==> config.mk <==
export PLATFORM = sky130hd
export DESIGN_NAME = pspm_top
export DESIGN_NICKNAME = d
export VERILOG_FILES = /design/src/rtl/pspm_pkg.sv /design/src/rtl/pspm_func.sv /design/src/rtl/pspm_top.sv
export SDC_FILE = /design/constraint.sdc
export NUM_CORES = 1
export LEC_CHECK = 0
export ABC_AREA = 1
export BUFFER_PORTS_ARGS = -buffer_cell sky130_fd_sc_hd__buf_2
export CAP_MARGIN = 20
export CORE_ASPECT_RATIO = 0.75
export CORE_MARGIN = 10
export CORE_UTILIZATION = 44
export CTS_BUF_LIST = sky130_fd_sc_hd__clkbuf_8
export DETAILED_ROUTE_END_ITERATION = 10
export PLACE_DENSITY = 0.81
export SLEW_MARGIN = 20
export SYNTH_ARGS = -nofsm -noshare
export SYNTH_HDL_FRONTEND = slang
export SYNTH_SLANG_ARGS = --single-unit
==> constraint.sdc <==
create_clock -name clock -period 1.6 [get_ports clock]
set_clock_uncertainty 0.05 [all_clocks]
set_input_delay 0.24 -clock clock [delete_from_list [all_inputs] [get_ports clock]]
set_output_delay 0.24 -clock clock [all_outputs]
set_load 0.05 [all_outputs]
==> src/rtl/pspm_pkg.sv <==
// package for the switch power management block
// assumes one core clock and synchronous active-high reset
package pspm_pkg;

  // power state field encodings
  localparam logic [1:0] PS_D0    = 2'h0;
  localparam logic [1:0] PS_D3HOT = 2'h3;

  // no soft reset default: context is kept across d3hot
  localparam logic NO_SOFT_RESET_DEFAULT = 1'h1;

  // function power state
  typedef enum logic [1:0] {
    PSPM_D0_UNINIT = 2'b00,
    PSPM_D0_ACTIVE = 2'b01,
    PSPM_D3_HOT    = 2'b10
  } pspm_fstate_t;

  // link state requests
  typedef enum logic [1:0] {
    PSPM_L0    = 2'b00,
    PSPM_L1    = 2'b01,
    PSPM_L2RDY = 2'b10
  } pspm_link_t;

  // fence aggregation states
  typedef enum logic [1:0] {
    PSPM_AG_IDLE = 2'b00,
    PSPM_AG_WAIT = 2'b01,
    PSPM_AG_DONE = 2'b10,
    PSPM_AG_ABAN = 2'b11
  } pspm_agg_t;

  // received request classification on the bridge
  typedef struct packed {
    logic valid;
    logic primary;    // arrived on the primary side
    logic cfg_type0;
    logic message;
    logic to_self;    // targets the bridge function
    logic completion;
  } pspm_req_t;

  // disposition of a request
  typedef struct packed {
    logic accept;
    logic unsupported;
    logic unexpected_cpl;
    logic route;
  } pspm_disp_t;

endpackage : pspm_pkg

==> src/rtl/pspm_func.sv <==
// one bridge function power state machine with request handling in d3hot
// assumes config writes and classified requests arrive on the core clock
module pspm_func
  import pspm_pkg::*;
(
  input  wire logic         clock,
  input  wire logic         srst,
  input  wire logic         cfg_done,
  input  wire logic         ps_write,
  input  wire logic [1:0]   ps_wdata,
  input  wire pspm_req_t    req,
  output pspm_fstate_t      fstate,
  output logic [1:0]        power_state_field,
  output logic              no_soft_reset_flag,
  output pspm_disp_t        disp
);

  pspm_fstate_t next_fstate;
  wire logic    in_d3 = (fstate == PSPM_D3_HOT);

  // state transitions from config writes; unsupported codes ignored
  always_comb
  begin
    next_fstate = fstate;
    case (fstate)
      PSPM_D0_UNINIT: if (ps_write && ps_wdata == PS_D3HOT) next_fstate = PSPM_D3_HOT;
                      else if (cfg_done) next_fstate = PSPM_D0_ACTIVE;
      PSPM_D0_ACTIVE: if (ps_write && ps_wdata == PS_D3HOT) next_fstate = PSPM_D3_HOT;
      PSPM_D3_HOT:    if (ps_write && ps_wdata == PS_D0) next_fstate = PSPM_D0_UNINIT;
      default:        next_fstate = PSPM_D0_UNINIT;
    endcase
  end

  // partition reset returns to d0 uninitialized; d3 exit also returns to d0 uninitialized
  always_ff @(posedge clock)
  begin
    if (srst)
      fstate <= PSPM_D0_UNINIT;
    else
      fstate <= next_fstate;
  end

  assign power_state_field  = in_d3 ? PS_D3HOT : PS_D0;
  assign no_soft_reset_flag = NO_SOFT_RESET_DEFAULT;

  // request disposition: d3hot limits what the bridge serves
  wire logic ok_d3 = req.primary && (req.cfg_type0 || (req.message && req.to_self));
  wire logic is_cpl_self = req.completion && req.to_self;
  wire logic unexp_cpl   = req.valid && in_d3 && is_cpl_self;
  wire logic route_cpl   = req.valid && req.completion && !req.to_self;
  wire logic acc_req     = req.valid && !req.completion && (!in_d3 || ok_d3);
  wire logic unsup_req   = req.valid && in_d3 && !req.completion && !ok_d3;

  // one driver for the whole disposition word
  assign disp = '{accept: acc_req, unsupported: unsup_req, unexpected_cpl: unexp_cpl, route: route_cpl};
endmodule : pspm_func

==> src/rtl/pspm_top.sv <==
// switch partition power management: functions, link requests, fence protocol
// assumes link layers report fence messages and link states as core-clock pulses and levels
module pspm_top
  import pspm_pkg::*;
#(
  parameter int NDS = 4
)
(
  input  wire logic             clock,
  input  wire logic             srst,
  input  wire logic [NDS:0]     cfg_done,
  input  wire logic [NDS:0]     ps_write,
  input  wire logic [1:0]       ps_wdata,
  input  wire pspm_req_t        req [NDS:0],
  input  wire logic             other_partitions_low,
  input  wire logic             partition_enabled,
  input  wire logic [NDS-1:0]   ds_active,
  input  wire logic [NDS-1:0]   ds_partner_l1_req,
  input  wire logic [NDS-1:0]   ds_hp_event,
  input  wire logic [NDS-1:0]   ds_pme_enable,
  input  wire logic [NDS:0]     err_valid,
  input  wire logic [NDS:0]     err_from_tlp,
  input  wire logic [NDS:0]     err_report_en,
  input  wire logic [NDS-1:0]   ds_cpl_tx,
  input  wire logic [NDS-1:0]   ds_tlp_tx,
  input  wire logic [NDS-1:0]   ds_link_l0,
  input  wire logic             us_turn_off_rx,
  input  wire logic [NDS-1:0]   ds_ack_rx,
  input  wire logic             us_tlp_rx,
  input  wire logic             us_tlp_to_self,
  output pspm_fstate_t          fstate [NDS:0],
  output logic [1:0]            power_state_field [NDS:0],
  output logic [NDS:0]          no_soft_reset_flag,
  output pspm_disp_t            disp [NDS:0],
  output pspm_link_t            link_req [NDS:0],
  output logic [NDS-1:0]        ds_l1_accept,
  output logic [NDS:0]          err_msg_send,
  output logic [NDS-1:0]        pme_send,
  output logic [NDS-1:0]        turn_off_tx,
  output logic                  us_ack_tx,
  output logic                  us_tlp_drop,
  output logic [NDS-1:0]        ds_retrain,
  output logic                  partition_low,
  output logic                  device_low
);

  // index 0 is the upstream bridge, 1..NDS the downstream bridges
  genvar gi;
  for (gi = 0; gi <= NDS; gi++)
  begin : g_fn
    pspm_func u_fn (
      .clock              (clock),
      .srst               (srst),
      .cfg_done           (cfg_done[gi]),
      .ps_write           (ps_write[gi]),
      .ps_wdata           (ps_wdata),
      .req                (req[gi]),
      .fstate             (fstate[gi]),
      .power_state_field  (power_state_field[gi]),
      .no_soft_reset_flag (no_soft_reset_flag[gi]),
      .disp               (disp[gi])
    );
  end

  // fence aggregation
  pspm_agg_t       agg;
  pspm_agg_t       next_agg;
  logic [NDS-1:0]  ack_seen;
  logic [NDS-1:0]  fence_done; // downstream link in l2/l3 ready
  logic            us_l2rdy;

  wire logic all_acks   = &(ack_seen | ds_ack_rx | ~ds_active);
  wire logic us_d3      = (fstate[0] == PSPM_D3_HOT);
  wire logic tlp_abort  = (agg == PSPM_AG_WAIT) && us_tlp_rx;

  // aggregation sequencing
  always_comb
  begin
    next_agg = agg;
    case (agg)
      PSPM_AG_IDLE: if (us_turn_off_rx) next_agg = PSPM_AG_WAIT;
      PSPM_AG_WAIT: if (us_tlp_rx) next_agg = PSPM_AG_ABAN;
                    else if (all_acks) next_agg = PSPM_AG_DONE;
      PSPM_AG_DONE: next_agg = PSPM_AG_DONE;
      PSPM_AG_ABAN: if (us_turn_off_rx) next_agg = PSPM_AG_WAIT;
      default:      next_agg = PSPM_AG_IDLE;
    endcase
  end

  always_ff @(posedge clock)
  begin
    if (srst)
      agg <= PSPM_AG_IDLE;
    else
      agg <= next_agg;
  end

  // acks collected per downstream port; cleared on a new turn-off
  always_ff @(posedge clock)
  begin
    if (srst || us_turn_off_rx)
      ack_seen <= '0;
    else if (agg == PSPM_AG_WAIT)
      ack_seen <= ack_seen | (ds_ack_rx & ds_active);
  end

  // downstream links after ack stay in l2/l3 ready until traffic
  always_ff @(posedge clock)
  begin
    if (srst)
      fence_done <= '0;
    else
      fence_done <= (fence_done | ds_ack_rx) & ~(ds_tlp_tx | ds_cpl_tx);
  end

  // upstream link held in l2/l3 ready after the ack
  always_ff @(posedge clock)
  begin
    if (srst)
      us_l2rdy <= 1'b0;
    else if (agg == PSPM_AG_WAIT && !us_tlp_rx && all_acks)
      us_l2rdy <= 1'b1;
    else if (agg != PSPM_AG_DONE)
      us_l2rdy <= 1'b0;
  end

  // fence outputs
  always_ff @(posedge clock)
  begin
    if (srst)
    begin
      turn_off_tx <= '0;
      us_ack_tx   <= 1'b0;
      us_tlp_drop <= 1'b0;
      ds_retrain  <= '0;
    end
    else
    begin
      turn_off_tx <= us_turn_off_rx ? ds_active : '0;
      us_ack_tx   <= (agg == PSPM_AG_WAIT) && !us_tlp_rx && all_acks;
      us_tlp_drop <= (agg == PSPM_AG_DONE) && us_tlp_rx;
      ds_retrain  <= (tlp_abort && !us_tlp_to_self) ? (ds_tlp_tx & ~ds_link_l0) : '0;
    end
  end

  // link state requests per port
  for (gi = 0; gi <= NDS; gi++)
  begin : g_link
    wire logic in_d3 = (fstate[gi] == PSPM_D3_HOT);
    wire logic raise = err_valid[gi] && err_from_tlp[gi] && err_report_en[gi];
    wire logic need_tx;
    wire logic l2;
    if (gi == 0)
    begin : g_us
      assign need_tx = 1'b0;
      assign l2 = us_l2rdy;
    end
    else
    begin : g_ds
      assign need_tx = ds_cpl_tx[gi-1] || ds_tlp_tx[gi-1];
      assign l2 = fence_done[gi-1];
    end
    // upstream function in d3hot on a one-function port: l1 only then
    always_ff @(posedge clock)
    begin
      if (srst)
        link_req[gi] <= PSPM_L0;
      else if (raise || need_tx || (!in_d3 && !l2))
        link_req[gi] <= PSPM_L0;
      else if (l2)
        link_req[gi] <= PSPM_L2RDY;
      else
        link_req[gi] <= PSPM_L1;
    end
    // tlp errors reported; others discarded in d3hot
    always_ff @(posedge clock)
    begin
      if (srst)
        err_msg_send[gi] <= 1'b0;
      else
        err_msg_send[gi] <= err_valid[gi] && err_report_en[gi] && (!in_d3 || err_from_tlp[gi]);
    end
  end

  // downstream l1 acceptance and hot-plug pme; upstream never sends pme
  for (gi = 0; gi < NDS; gi++)
  begin : g_ds_pm
    wire logic ds_d3 = (fstate[gi+1] == PSPM_D3_HOT);
    always_ff @(posedge clock)
    begin
      if (srst)
      begin
        ds_l1_accept[gi] <= 1'b0;
        pme_send[gi]     <= 1'b0;
      end
      else
      begin
        ds_l1_accept[gi] <= ds_partner_l1_req[gi];
        pme_send[gi]     <= ds_hp_event[gi] && ds_pme_enable[gi] && (ds_d3 || us_d3);
      end
    end
  end

  // partition and device low power
  always_ff @(posedge clock)
  begin
    if (srst)
    begin
      partition_low <= 1'b0;
      device_low    <= 1'b0;
    end
    else
    begin
      partition_low <= us_d3 && (agg == PSPM_AG_DONE);
      device_low    <= (partition_low || !partition_enabled) && other_partitions_low;
    end
  end
endmodule : pspm_top

# --- Yosys cells after proc, flatten, opt, wreduce, memory -nomap -nowiden ---
# Index checks and enable logic that the tools add are counted.
# Widths: inputs -> output; s select.
totals:
  reg_bits: 56
  input_bits: 96
  output_inout_bits: 80
  word_cells: 309
classes:
  n_eq_ne: 32
  mux: 41
  bitwise_logic: 13
  n_reduce_logical: 190
op_table:
  columns: ["cell", "n"]
  rows:
  - ["$logic_and 1x1->1", 105]
  - ["$mux 2", 33]
  - ["$pmux 2 s3", 6]
  - ["$logic_or 1x1->1", 34]
  - ["$logic_not 1->1", 28]
  - ["$ne 2x1->1 const B", 10]
  - ["$or 4x4->4", 5]
  - ["$eq 2x2->1 const B", 8]
  - ["$reduce_or 2->1", 8]
  - ["$ne 3x2->1 const B", 5]
  - ["$reduce_and 3->1", 5]
  - ["$logic_not 2->1", 7]
  - ["$and 4x4->4", 3]
  - ["$eq 2x1->1 const B", 6]
  - ["$not 4->4", 3]
  - ["$ne 2x2->1 const B", 2]
  - ["$reduce_and 4->1", 1]
  - ["$ne 3x3->1 const B", 1]
  - ["$mux 1", 2]
  - ["$not 1->1", 2]
  - ["$reduce_and 2->1", 1]
  - ["$reduce_bool 2->1", 1]

# --- Depth between registers and ports, before layout ---
# Gate-level depths: netlist (run 1).
logic_depth:
  ltp_word: 6
  ltp_mapped: 9
  mapped_depth_nobuf: 9

# --- By module ---
# Synthesis (run 1) repeated with hierarchy kept, for this count alone.
hier_totals:
  hier_cells: 415
  area_unflattened_um2: 3007.9
by_module_without_submodules:
  columns: ["mod", "n_inst", "cells_each", "area_per_inst_um2", "seq_area_each_um2"]
  rows:
  - ["pspm_top", 1, 195, 1669.1, 920.9]
  - ["pspm_func", 5, 44, 267.8, 40.0]

# --- Worst setup path before layout (run 1) ---
# Ideal clock, no wire load.
synth_timing:
  kind: "register -> output"
  from: "register g_fn[1].u_fn.fstate[1]"
  to: "output disp[6] (netlist name)"
  arrival_ns: 1.388
  required_ns: 1.310
  path_slack_ns: -0.078
  path_stages_with_launch: 6
  path_buffers: 1
  cell_sequence: "dfxtp_1 inv_1 nor2_4 nand2_1 nor3_1 buf_4"
synth_via:
  elab_chain_len: 4
synth_rtl:
  columns: ["item", "line", "source"]
  rows:
  - ["start, declared", "pspm_func.sv:12", "output pspm_fstate_t fstate,"]
  - ["start signal, assigned", "pspm_func.sv:40", "fstate <= next_fstate;"]
  - ["$eq 2x2->1", null, null]
  - ["net g_ds_pm[0].ds_d3", "pspm_top.sv:188", "wire logic ds_d3 = (fstate[gi+1] == PSPM_D3_HOT);"]
  - ["$logic_and 1x1->1 (3 in a row)", "pspm_func.sv:52", "wire logic unsup_req = req.valid && in_d3 && !req.completion && !ok_d3;"]
  - ["end, declared", "pspm_top.sv:34", "output pspm_disp_t disp [NDS:0],"]
# The timed path passes the listed nets, and every way through them passes these cells.

==> qor.yml, run 1 <==
synthesis:
  ys_seq_elements: 56
  synth_top_cell_by_area: "dfxtp_1"
  ys_types: 27
  synth.yosys.seq_area_share: 0.4018
  synth_area_leaders: "dfxtp_1, buf_4, nand2_1"
  synth_area_um2: 2790
  synthCells: 385
  yosysTopAreaCellShare: 0.4018
  syn_avg_cell_area_um2: 7.247
  ys.warnings.count: 0
power:
  pwr-share-seq: 0.432
  ir_drop_mv: 0.4193
  clock_power_share: 0.251
  p_total_w: 0.003580
  p_int_w: 0.002323
  swShare: 0.3513
  p_leak_nw: 2.225
  combPwrFrac: 0.317
  switching_power_w: 0.001258
  power_density_nw_per_um2: 913.3
job:
  maxCapViolCount: 0
cts:
  cts.reportedPaths.clkPinSlew_ns: 0.10
  cts_hold_buf: 0
  clk_path_buf_depth: 2
  worstSkewPairLatency_ns: 0.30
  cts_tree: "done"
  cts_made_buffers: 5
  h-tree-depth: 2
  clock-root-buffer: "clkbuf_8"
  clkSinkCount: 56
final_layout:
  syn_to_final_growth_pct: 40.49
  drive_gt1_frac: 0.4646
  nets: 649
  antenna_cells: 0
  final_common_cell: "buf_2"
  mostFrequentLayoutCells: "buf_2, inv_1, nand2_1"
  fin_cells: 632
detailed_routing:
  wl_um: 8925
  first_pass_iters: 4
  ant_nets: 0
  wl_per_cell_um: 14.12
  via_per_inst: 4.582
  drc: 0
  drt-initial-drc-count: 162
  dr_total_vias: 2896
global_route:
  track_usage: 0.1634
  grt_pass1_vias: 2909
  grt_overflow_total: 0
  grt_start_max_net_pins: 17
  grt_pass1_wl_um: 13600
  antenna_found_initial: 0
die:
  pin_count: 176
  rows: 25
  fp.dieH_um: 88.97
  start_util: 0.4482
  core_area_um2: 6225
  die_w_um: 112.0
  fp.dieArea_um2: 9960
worst_hold_path:
  hold_depth: 2
  hold_path_end: "ds_retrain[3]"
  min_path_type: "in -> reg"
  hp-start: "ds_link_l0[3]"
timing:
  rsz0062_at_grt: "true"
  period_share: 0.9950
  hold_viol: 0
  setup_viol: 0
  finalMaxSlewViolations: 0
  period_needed_ns: 1.592
  max_freq_ghz: 0.6281
critical_path:
  worstReg2RegEnd: "agg[0]"
  regToRegStartpoint: "agg[1]"
  critical_path.max_fanout: 4
  cp_data_arrival_time_ns: 1.30
  rr_worst_depth: 8
  cp-start-kind: "flip-flop"
  criticalPathCategory: "reg -> out"
  r2r_setup_slack_ns: 0.21
  required_ns: 1.31
  end_kind: "output port"
placement:
  dpl.cell_count: 606
  portBuffers: 170
  hpwlAfterDp_um: 7180
  gp_congestion: 0.8476
status:
  status: "finished clean"
[worst max-delay path, cell delays in order, from the launching register on]
cell and delay [ns]:
dfxtp_4 0.39, inv_4 0.04, nor2_4 0.11, nand2_2 0.09, nor3_4 0.19, buf_6 0.19
[timing repair]
action | in CTS | in global routing
setup endpoints to repair | 14 | 19
setup buffers | 12 | 6
hold endpoints to repair | 0 | 0
pin swaps | 5 | 8
gates resized for setup | 16 | 38
[worst max path at each step]
stage	from	to	slack, ns
2_1_floorplan	g_fn[0].u_fn.fstate[0]	disp[3]	0.003
3_3_place_gp	g_fn[1].u_fn.fstate[1]	disp[6]	0.22
3_5_place_dp	g_fn[1].u_fn.fstate[1]	disp[6]	0.15
4_1_cts	g_fn[2].u_fn.fstate[0]	disp[11]	0.0006
5_1_grt	g_fn[0].u_fn.fstate[1]	disp[2]	-0.07
6_report	g_fn[4].u_fn.fstate[1]	disp[18]	0.008
[per-layer routing]
layer	vias to the layer above	routed length, µm	part of all wire	global-route usage
li1	1483	-	-	-
met1	1309	3535	0.40	0.1778
met2	99	4597	0.52	0.3015
met3	5	760	0.085	0.06372
met4	0	32	0.0036	0.02874
met5	-	0	0	0
[cell usage after synthesis]
master and count:
o2111ai_1 7, inv_2 8, clkinv_1 2, a31o_2 4, o211ai_1 5, a21oi_2 4
buf_2 2, conb_1 1, nor2_4 5, ha_1 3, or2_4 1, nor3b_1 8
a22oi_1 1, o21ai_2 4, nor3_1 11, o21ai_4 1, o21ai_0 5, clkbuf_1 1
nand3_1 13, buf_4 35, o21ai_1 1, nand2_2 4, a21oi_1 19, nand2_1 70
inv_1 68, nor2_1 46, dfxtp_1 56
[cells by family (layout without fill, tap and decap cells)]
group | count (synthesis) | in the layout | synth area share
fa+ha+maj | 3 | 3 | 0.01345
compound gates | 51 | 51 | 0.1265
simple gates | 158 | 158 | 0.2529
flops | 56 | 56 | 0.4018
other cells | 1 | 5 | 0.001344
buf+inv | 116 | 278 | 0.2040
[flip-flops by register name, indices dropped and copies added (netlist names), 2 cells and up]
| register | cells |
|---|---|
| ack_seen | 4 |
| agg | 2 |
| ds_l1_accept | 4 |
| ds_retrain | 4 |
| err_msg_send | 5 |
| fence_done | 4 |
| g_fn.u_fn.fstate | 10 |
| link_req | 10 |
| pme_send | 4 |
| turn_off_tx | 4 |
[power by group through the flow]
stage | registers (W) | clock network [W] | logic [W]
finish | 0.00155 | 0.000898 | 0.00113
global route | 0.00156 | 0.000994 | 0.00124
CTS | 0.00155 | 0.000932 | 0.00110
detailed placement | 0.00158 | 0 | 0.00106
global placement | 0.00157 | 0 | 0.00103
floorplan | 0.00176 | 0 | 0.000600
[final cells by class]
cell class | count | area [µm²]
fill | 556 | 2305
multi-input combinational | 217 | 1189
sequential | 56 | 1141
timing repair buffer | 192 | 1086
inverter | 78 | 295.3
tap | 81 | 101.3
clock buffer | 5 | 68.82
clock inverter | 3 | 38.79
[through the flow]
step / worst slack (ns) / setup TNS, ns / util / instance area, µm² / hold WS [ns]
2_1_floorplan: 0.003269 / 0 / - / 2813 / 0.2661
3_3_place_gp: 0.2150 / 0 / 0.5652 / 3518 / 0.3517
3_5_place_dp: 0.1490 / 0 / 0.5652 / 3518 / 0.3593
4_1_cts: 0.0006226 / 0 / 0.6050 / 3766 / 0.03162
5_1_grt: -0.07327 / -0.2590 / 0.6297 / 3920 / 0.01719
6_report: 0.007984 / 0 / 0.6297 / 3920 / 0.04039
Power figures use the tool's default switching activity.
==> run 2: changes to the inputs <==
--- a/config.mk
+++ b/config.mk
@@ -10,11 +10,12 @@
 export CAP_MARGIN = 20
 export CORE_ASPECT_RATIO = 0.75
 export CORE_MARGIN = 10
-export CORE_UTILIZATION = 44
+export CORE_UTILIZATION = 45
 export CTS_BUF_LIST = sky130_fd_sc_hd__clkbuf_8
 export DETAILED_ROUTE_END_ITERATION = 10
 export PLACE_DENSITY = 0.81
 export SLEW_MARGIN = 20
 export SYNTH_ARGS = -nofsm -noshare
 export SYNTH_HDL_FRONTEND = slang
+export SYNTH_HIERARCHICAL = 1
 export SYNTH_SLANG_ARGS = --single-unit
==> run 2 against run 1 <==
The run now ends with negative setup slack left. Critical path type unchanged. Cell count grew 5.7%. Area after synthesis grew 7.8%. Non-clock buffer count grew 9. Highest routed layer unchanged. Via count grew 12%.
==> qor.yml, run 2 <==
timing:
  period_needed_ns: 1.640  # +0.04848 ns
  period_share: 1.025  # +0.03030
  max_freq_ghz: 0.6096  # -3.0%
  finalMaxSlewViolations: 0  # unchanged
  whs_ns: 0.01844  # -0.02195 ns
  tns_ns: -0.09497  # -0.09497 ns
  fin_ws_ns: -0.04049  # -0.04848 ns
  rsz0062_at_grt: "true"
  hold_viol: 0  # unchanged
  setup_viol: 4  # +4
cts:
  cts_tree: "done"
  worstSkewPairLatency_ns: 0.31  # about the same
  cts_hold_buf: 0  # unchanged
  clock-root-buffer: "clkbuf_8"
  clkSinkCount: 56  # unchanged
  cts.reportedPaths.clkPinSlew_ns: 0.11  # about the same
  clk_path_buf_depth: 2  # unchanged
  cts_made_buffers: 5  # unchanged
  h-tree-depth: 2  # unchanged
critical_path:
  criticalPathCategory: "reg -> out"
  crit_slowest_cell: "dfxtp_4"
  required_ns: 1.31  # about the same
  critical_path.max_fanout: 3  # -1
  cp_data_arrival_time_ns: 1.35  # +0.05 ns
  path_cells: "inv_4, nor2_4, inv_2, nor4_2, buf_4"
  critPathMaxStageDelay_ns: 0.37  # -0.02 ns
  rr_worst_depth: 8  # unchanged
  cp-start-kind: "flip-flop"
  end_kind: "output port"
synthesis:
  syn_nets: 514
  synth_top_cell_by_area: "dfxtp_1"
  syn_avg_cell_area_um2: 7.248  # about the same
  async_reset_ff_frac: 0  # unchanged
  synth_edf_count: 0  # unchanged
  synth_most_common_cell: "inv_1"
  synth_flop_cell: "dfxtp_1"
  synth_commonest_cells: "inv_1, nand2_1, dfxtp_1, nor2_1, buf_4"
  synth_area_leaders: "dfxtp_1, buf_4, inv_1"
  synth_area_um2: 3008  # +7.8%
  synthCells: 415  # +7.8%
  ys.warnings.count: 6  # +6
  ys_seq_elements: 56  # unchanged
  synth.yosys.seq_area_share: 0.3727  # -0.02908
  yosysTopAreaCellShare: 0.3727  # -0.02908
  ys_types: 29  # +7.4%
final_layout:
  fin_cells: 668  # +5.7%
  multi_input_area_um2: 1329  # +12%
  nets: 685  # +5.5%
  syn_to_final_growth_pct: 39.31
  fillCellCount: 563  # +1.3%
  final_common_cell: "buf_2"
  reg.largest.list: "g_fn.u_fn/fstate x10, link_req x10, err_msg_send x5"
  postLayoutCoreUtil: 0.6567  # +0.02692
  regArea_um2: 1156  # +1.3%
  drive_gt1_frac: 0.4719  # +0.007281
  antenna_cells: 0  # unchanged
  mostFrequentLayoutCells: "buf_2, inv_1, nand2_1"
die:
  core_area_um2: 6381  # +2.5%
  fp.dieArea_um2: 10390  # +4.3%
  start_util: 0.4714  # +0.02313
  rows: 25  # unchanged
  fp.dieH_um: 90.81  # +2.1%
  pin_count: 176  # unchanged
  die_w_um: 114.4  # +2.2%
detailed_routing:
  ant_nets: 0  # unchanged
  dr_total_vias: 3238  # +12%
  first_pass_iters: 5  # +1
  drt-initial-drc-count: 150  # -7.4%
  wl_um: 10030  # +12%
  via_per_inst: 4.847  # +5.8%
  drc: 0  # unchanged
  wl_per_cell_um: 15.01  # +6.3%
worst_hold_path:
  hold_depth: 2  # unchanged
  min_path_type: "in -> reg"
global_route:
  grt_overflow_total: 0  # unchanged
  grt_pass1_vias: 3196  # +9.9%
  antenna_found_initial: 0  # unchanged
  grt_pass1_wl_um: 14790  # +8.7%
  track_usage: 0.1715  # +0.008062
  grt_start_max_net_pins: 20  # +3
power:
  p_leak_nw: 2.295  # +3.2%
  ir_drop_mv: 0.5014  # +20%
  power_density_nw_per_um2: 938.4  # +2.7%
job:
  maxCapViolCount: 0  # unchanged
status:
  status: "finished, violations left"
  violations: "negative setup slack"
placement:
  hpwlAfterDp_um: 7713  # +7.4%
  preCtsSetupSlack_ns: 0.1824  # +0.03339 ns
  dpl.cell_count: 630  # +4.0%
  gp_congestion: 0.8203  # -3.2%
  portBuffers: 170  # unchanged
## run 2: changes by cell type in the layout (fill, tap and decap cells not counted), sizes merged, moves of 8 or more
cell   before  now
a21oi      23   13
buf       189  197
inv        77   85
nand3      13   24
nor2       51   72
o21ai      11    2
## run 2: per-stage QoR
| step | instance area, µm² | total power, W |
|---|---|---|
| 3_3_place_gp | 3692 | 0.002889 |
| 5_1_grt | 4190 | 0.004173 |
| 2_1_floorplan | 3014 | 0.002621 |
| 3_5_place_dp | 3692 | 0.002928 |
| 6_report | 4190 | 0.003932 |
| 4_1_cts | 3983 | 0.003862 |
## run 2: final cells by class
cell class              instances  area share
flip-flops and latches         56      0.2759
clock inverters                 3    0.006569
inverters                      85     0.08032
clock buffers                   5     0.01642
well taps                      81     0.02419
repair buffers                201      0.2795
multi-input cells             237      0.3171
## run 2: layer usage
metal | up-vias | wire length (µm) | global-route usage | part of all wire
met5 | - | 0 | 0 | 0
met4 | 0 | 228 | 0.04896 | 0.023
met3 | 24 | 972 | 0.06109 | 0.097
met2 | 147 | 5086 | 0.3154 | 0.51
met1 | 1468 | 3740 | 0.1759 | 0.37
li1 | 1599 | - | - | -
## run 2: critical path, delay by kind of cell, from the launching register on
kind | cells | cell delay (ns)
AND/OR/NAND/NOR | 2 | 0.34
flip-flops | 1 | 0.37
buffers and inverters | 3 | 0.33
## run 2: path summary, 6_finish.rpt
path / startpoint / to / slack [ns]
hold / removal: ds_link_l0[0] / ds_retrain[0] / 0.02
setup / recovery: g_fn[1].u_fn/fstate[1] / disp[6] / -0.04
setup reg to reg: agg[0] / agg[0] / 0.25
hold reg to reg: g_link[0].l2 / link_req[0] / 0.38
## run 2: cell families (layout without fill, tap and decap cells)
group	count (synthesis)	count (layout)	synth area share
AOI/OAI and AO/OA	40	40	0.09443
adders and majority gates	3	3	0.01248
buffers and inverters	122	294	0.2013
DFF	56	56	0.3727
other	5	5	0.006240
and+or+nand+nor	189	189	0.3128
## run 2: what timing repair did
item,4_1_cts,5_1_grt
buffers inserted,18,12
pin swaps,8,12
setup endpoints to repair,14,22
resized for setup,26,37
## run 2: report_power, final
part / switching (W) / leakage (nW) / internal (W) / total, W
logic: 0.00101 / 1.79 / 0.000529 / 0.00154
clock network: 0.000499 / 0.0463 / 0.000323 / 0.000822
registers: 0.0000758 / 0.464 / 0.00150 / 0.00157
==> run 3: changes to the inputs <==
--- a/config.mk
+++ b/config.mk
@@ -19,3 +19,4 @@
 export SYNTH_HDL_FRONTEND = slang
 export SYNTH_HIERARCHICAL = 1
 export SYNTH_SLANG_ARGS = --single-unit
+export TNS_END_PERCENT = 5
==> run 3 against run 2 <==
The flow still finishes with violations (negative setup slack). Total power shrank 4.6%. First-iteration DRC count shrank 44%. Wire length shrank 9.1%. Register-to-register slack is essentially flat. Clock power shrank 2%. Cell count shrank 3.4%. Clock-buffer cell count grew 1. Global-route usage shrank 1.0 points. Critical path depth shrank 1. Largest cell class unchanged. Sequential cell count is the same. Via count shrank 7.4%. Critical path type unchanged.
==> qor.yml, run 3 (synthesized netlist as in run 2, its figures left out) <==
worst_hold_path:
  min_path_type: "in -> reg"
  hold_depth: 2  # unchanged
  hp-start: "ds_link_l0[3]"
detailed_routing:
  drc: 0  # unchanged
  dr_total_vias: 2998  # -7.4%
  wl_um: 9114  # -9.1%
  first_pass_iters: 5  # unchanged
  via_per_inst: 4.648  # -4.1%
  drt-initial-drc-count: 84  # -44%
  ant_nets: 0  # unchanged
  wl_per_cell_um: 14.13  # -5.9%
timing:
  max_freq_ghz: 0.6134  # +0.63%
  finalMaxSlewViolations: 0  # unchanged
  rsz0062_at_grt: "true"
  period_needed_ns: 1.630  # -0.01030 ns
  period_share: 1.019  # -0.006435
  fin_ws_ns: -0.03020  # +0.01030 ns
  tns_ns: -0.1152  # -0.02022 ns
  setup_viol: 5  # +1
  hold_viol: 0  # unchanged
power:
  swShare: 0.3940  # -0.009027
  p_total_w: 0.003751  # -4.6%
  p_int_w: 0.002273  # -3.2%
  ir_drop_mv: 0.4671  # -6.8%
  p_leak_nw: 2.157  # -6.0%
  combPwrFrac: 0.367  # -0.024
  switching_power_w: 0.001478  # -6.7%
  pwr-share-seq: 0.418  # +0.018
  power_density_nw_per_um2: 955.4  # +1.8%
  clock_power_share: 0.215  # +0.006
global_route:
  grt_pass1_wl_um: 14030  # -5.1%
  grt_overflow_total: 0  # unchanged
  grt_start_max_net_pins: 20  # unchanged
  track_usage: 0.1613  # -0.01016
  antenna_found_initial: 0  # unchanged
  grt_pass1_vias: 2973  # -7.0%
placement:
  gp_congestion: 0.7991  # -2.6%
  place_area_um2: 3702  # +0.27%
  portBuffers: 170  # unchanged
  preCtsSetupSlack_ns: 0.1360  # -0.04640 ns
  dpl.cell_count: 632  # +0.32%
  hpwlAfterDp_um: 7656  # -0.74%
cts:
  h-tree-depth: 2  # unchanged
  cts_tree: "done"
  cts.reportedPaths.clkPinSlew_ns: 0.10  # about the same
  clk_path_buf_depth: 2  # unchanged
  worstSkewPairLatency_ns: 0.30  # about the same
  clock-root-buffer: "clkbuf_8"
  clkSinkCount: 56  # unchanged
  cts_made_buffers: 5  # unchanged
critical_path:
  startpoint: "g_fn[1].u_fn/fstate[0]"
  end_kind: "output port"
  required_ns: 1.31  # about the same
  critical_path.max_fanout: 7  # +4
  rr_worst_depth: 3  # -5
  cp_data_arrival_time_ns: 1.34  # about the same
  criticalPathCategory: "reg -> out"
  regToRegStartpoint: "agg[0]"
  cp-start-kind: "flip-flop"
  r2r_setup_slack_ns: 0.25  # about the same
final_layout:
  mostFrequentLayoutCells: "buf_2, inv_1, nand2_1"
  nets: 662  # -3.4%
  final_common_cell: "buf_2"
  antenna_cells: 0  # unchanged
  syn_to_final_growth_pct: 30.53
  fin_cells: 645  # -3.4%
  reg.largest.list: "g_fn.u_fn/fstate x10, link_req x10, err_msg_send x5"
  fin_area_um2: 3926  # -6.3%
  drive_gt1_frac: 0.4433  # -0.02863
die:
  die_w_um: 114.4  # unchanged
  core_area_um2: 6381  # unchanged
  pin_count: 176  # unchanged
  start_util: 0.4714  # unchanged
  fp.dieArea_um2: 10390  # unchanged
  rows: 25  # unchanged
  fp.dieH_um: 90.81  # unchanged
job:
  maxCapViolCount: 0  # unchanged
status:
  violations: "negative setup slack"
  status: "finished, violations left"
[run 3: cell count changes in the layout (fill, tap and decap cells not counted), sizes merged]
cell | previous run | this run
buf | 197 | 176
clkinv | 2 | 1
clkinvlp | 1 | 2
inv | 85 | 84
clkbuf | 9 | 8
[run 3: per-stage QoR]
step | hold WS, ns | utilization
floorplan | 0.2624 | -
global placement | 0.3531 | 0.5802
detailed placement | 0.3530 | 0.5802
CTS | 0.02309 | 0.6088
global route | 0.01803 | 0.6153
finish | 0.03221 | 0.6153
[run 3: path summary, 6_finish.rpt]
path                    to
max reg2reg  ds_retrain[1]
min reg2reg    link_req[8]
min          ds_retrain[3]
max                disp[6]
[run 3: repair_timing]
item	4_1_cts	5_1_grt
endpoints found under the setup margin	14	14
setup buffers	5	0
gates resized for setup	23	17
hold buffers	0	0
pin swaps	3	3
[run 3: cell type report]
| cell class | instances | area [µm²] |
|---|---|---|
| sequential | 56 | 1154 |
| clock buffer | 6 | 82.58 |
| multi-input combinational | 237 | 1291 |
| fill | 614 | 2455 |
| clock inverter | 2 | 15.01 |
| tap | 81 | 101.3 |
| timing repair buffer | 178 | 953.4 |
| inverter | 85 | 329.1 |
[run 3: critical path, cell delays in order, from the launching register on]
cell	delay, ns
dfxtp_4	0.39
nor2_4	0.16
inv_2	0.06
nor4_2	0.21
buf_4	0.24
[run 3: power groups by stage]
| stage | clock network, W | logic (W) | registers, W |
|---|---|---|---|
| finish | 0.000805 | 0.00138 | 0.00157 |
| global route | 0.000904 | 0.00151 | 0.00159 |
| CTS | 0.000834 | 0.00138 | 0.00157 |
| detailed placement | 0 | 0.00133 | 0.00161 |
| global placement | 0 | 0.00130 | 0.00160 |
| floorplan | 0 | 0.000797 | 0.00182 |
[run 3: metal layers]
layer | vias up | share of wire | global-route usage
li1 | 1547 | - | -
met1 | 1330 | 0.39 | 0.1800
met2 | 113 | 0.50 | 0.2778
met3 | 8 | 0.11 | 0.06109
met4 | 0 | 0.012 | 0.04271
met5 | - | 0 | 0
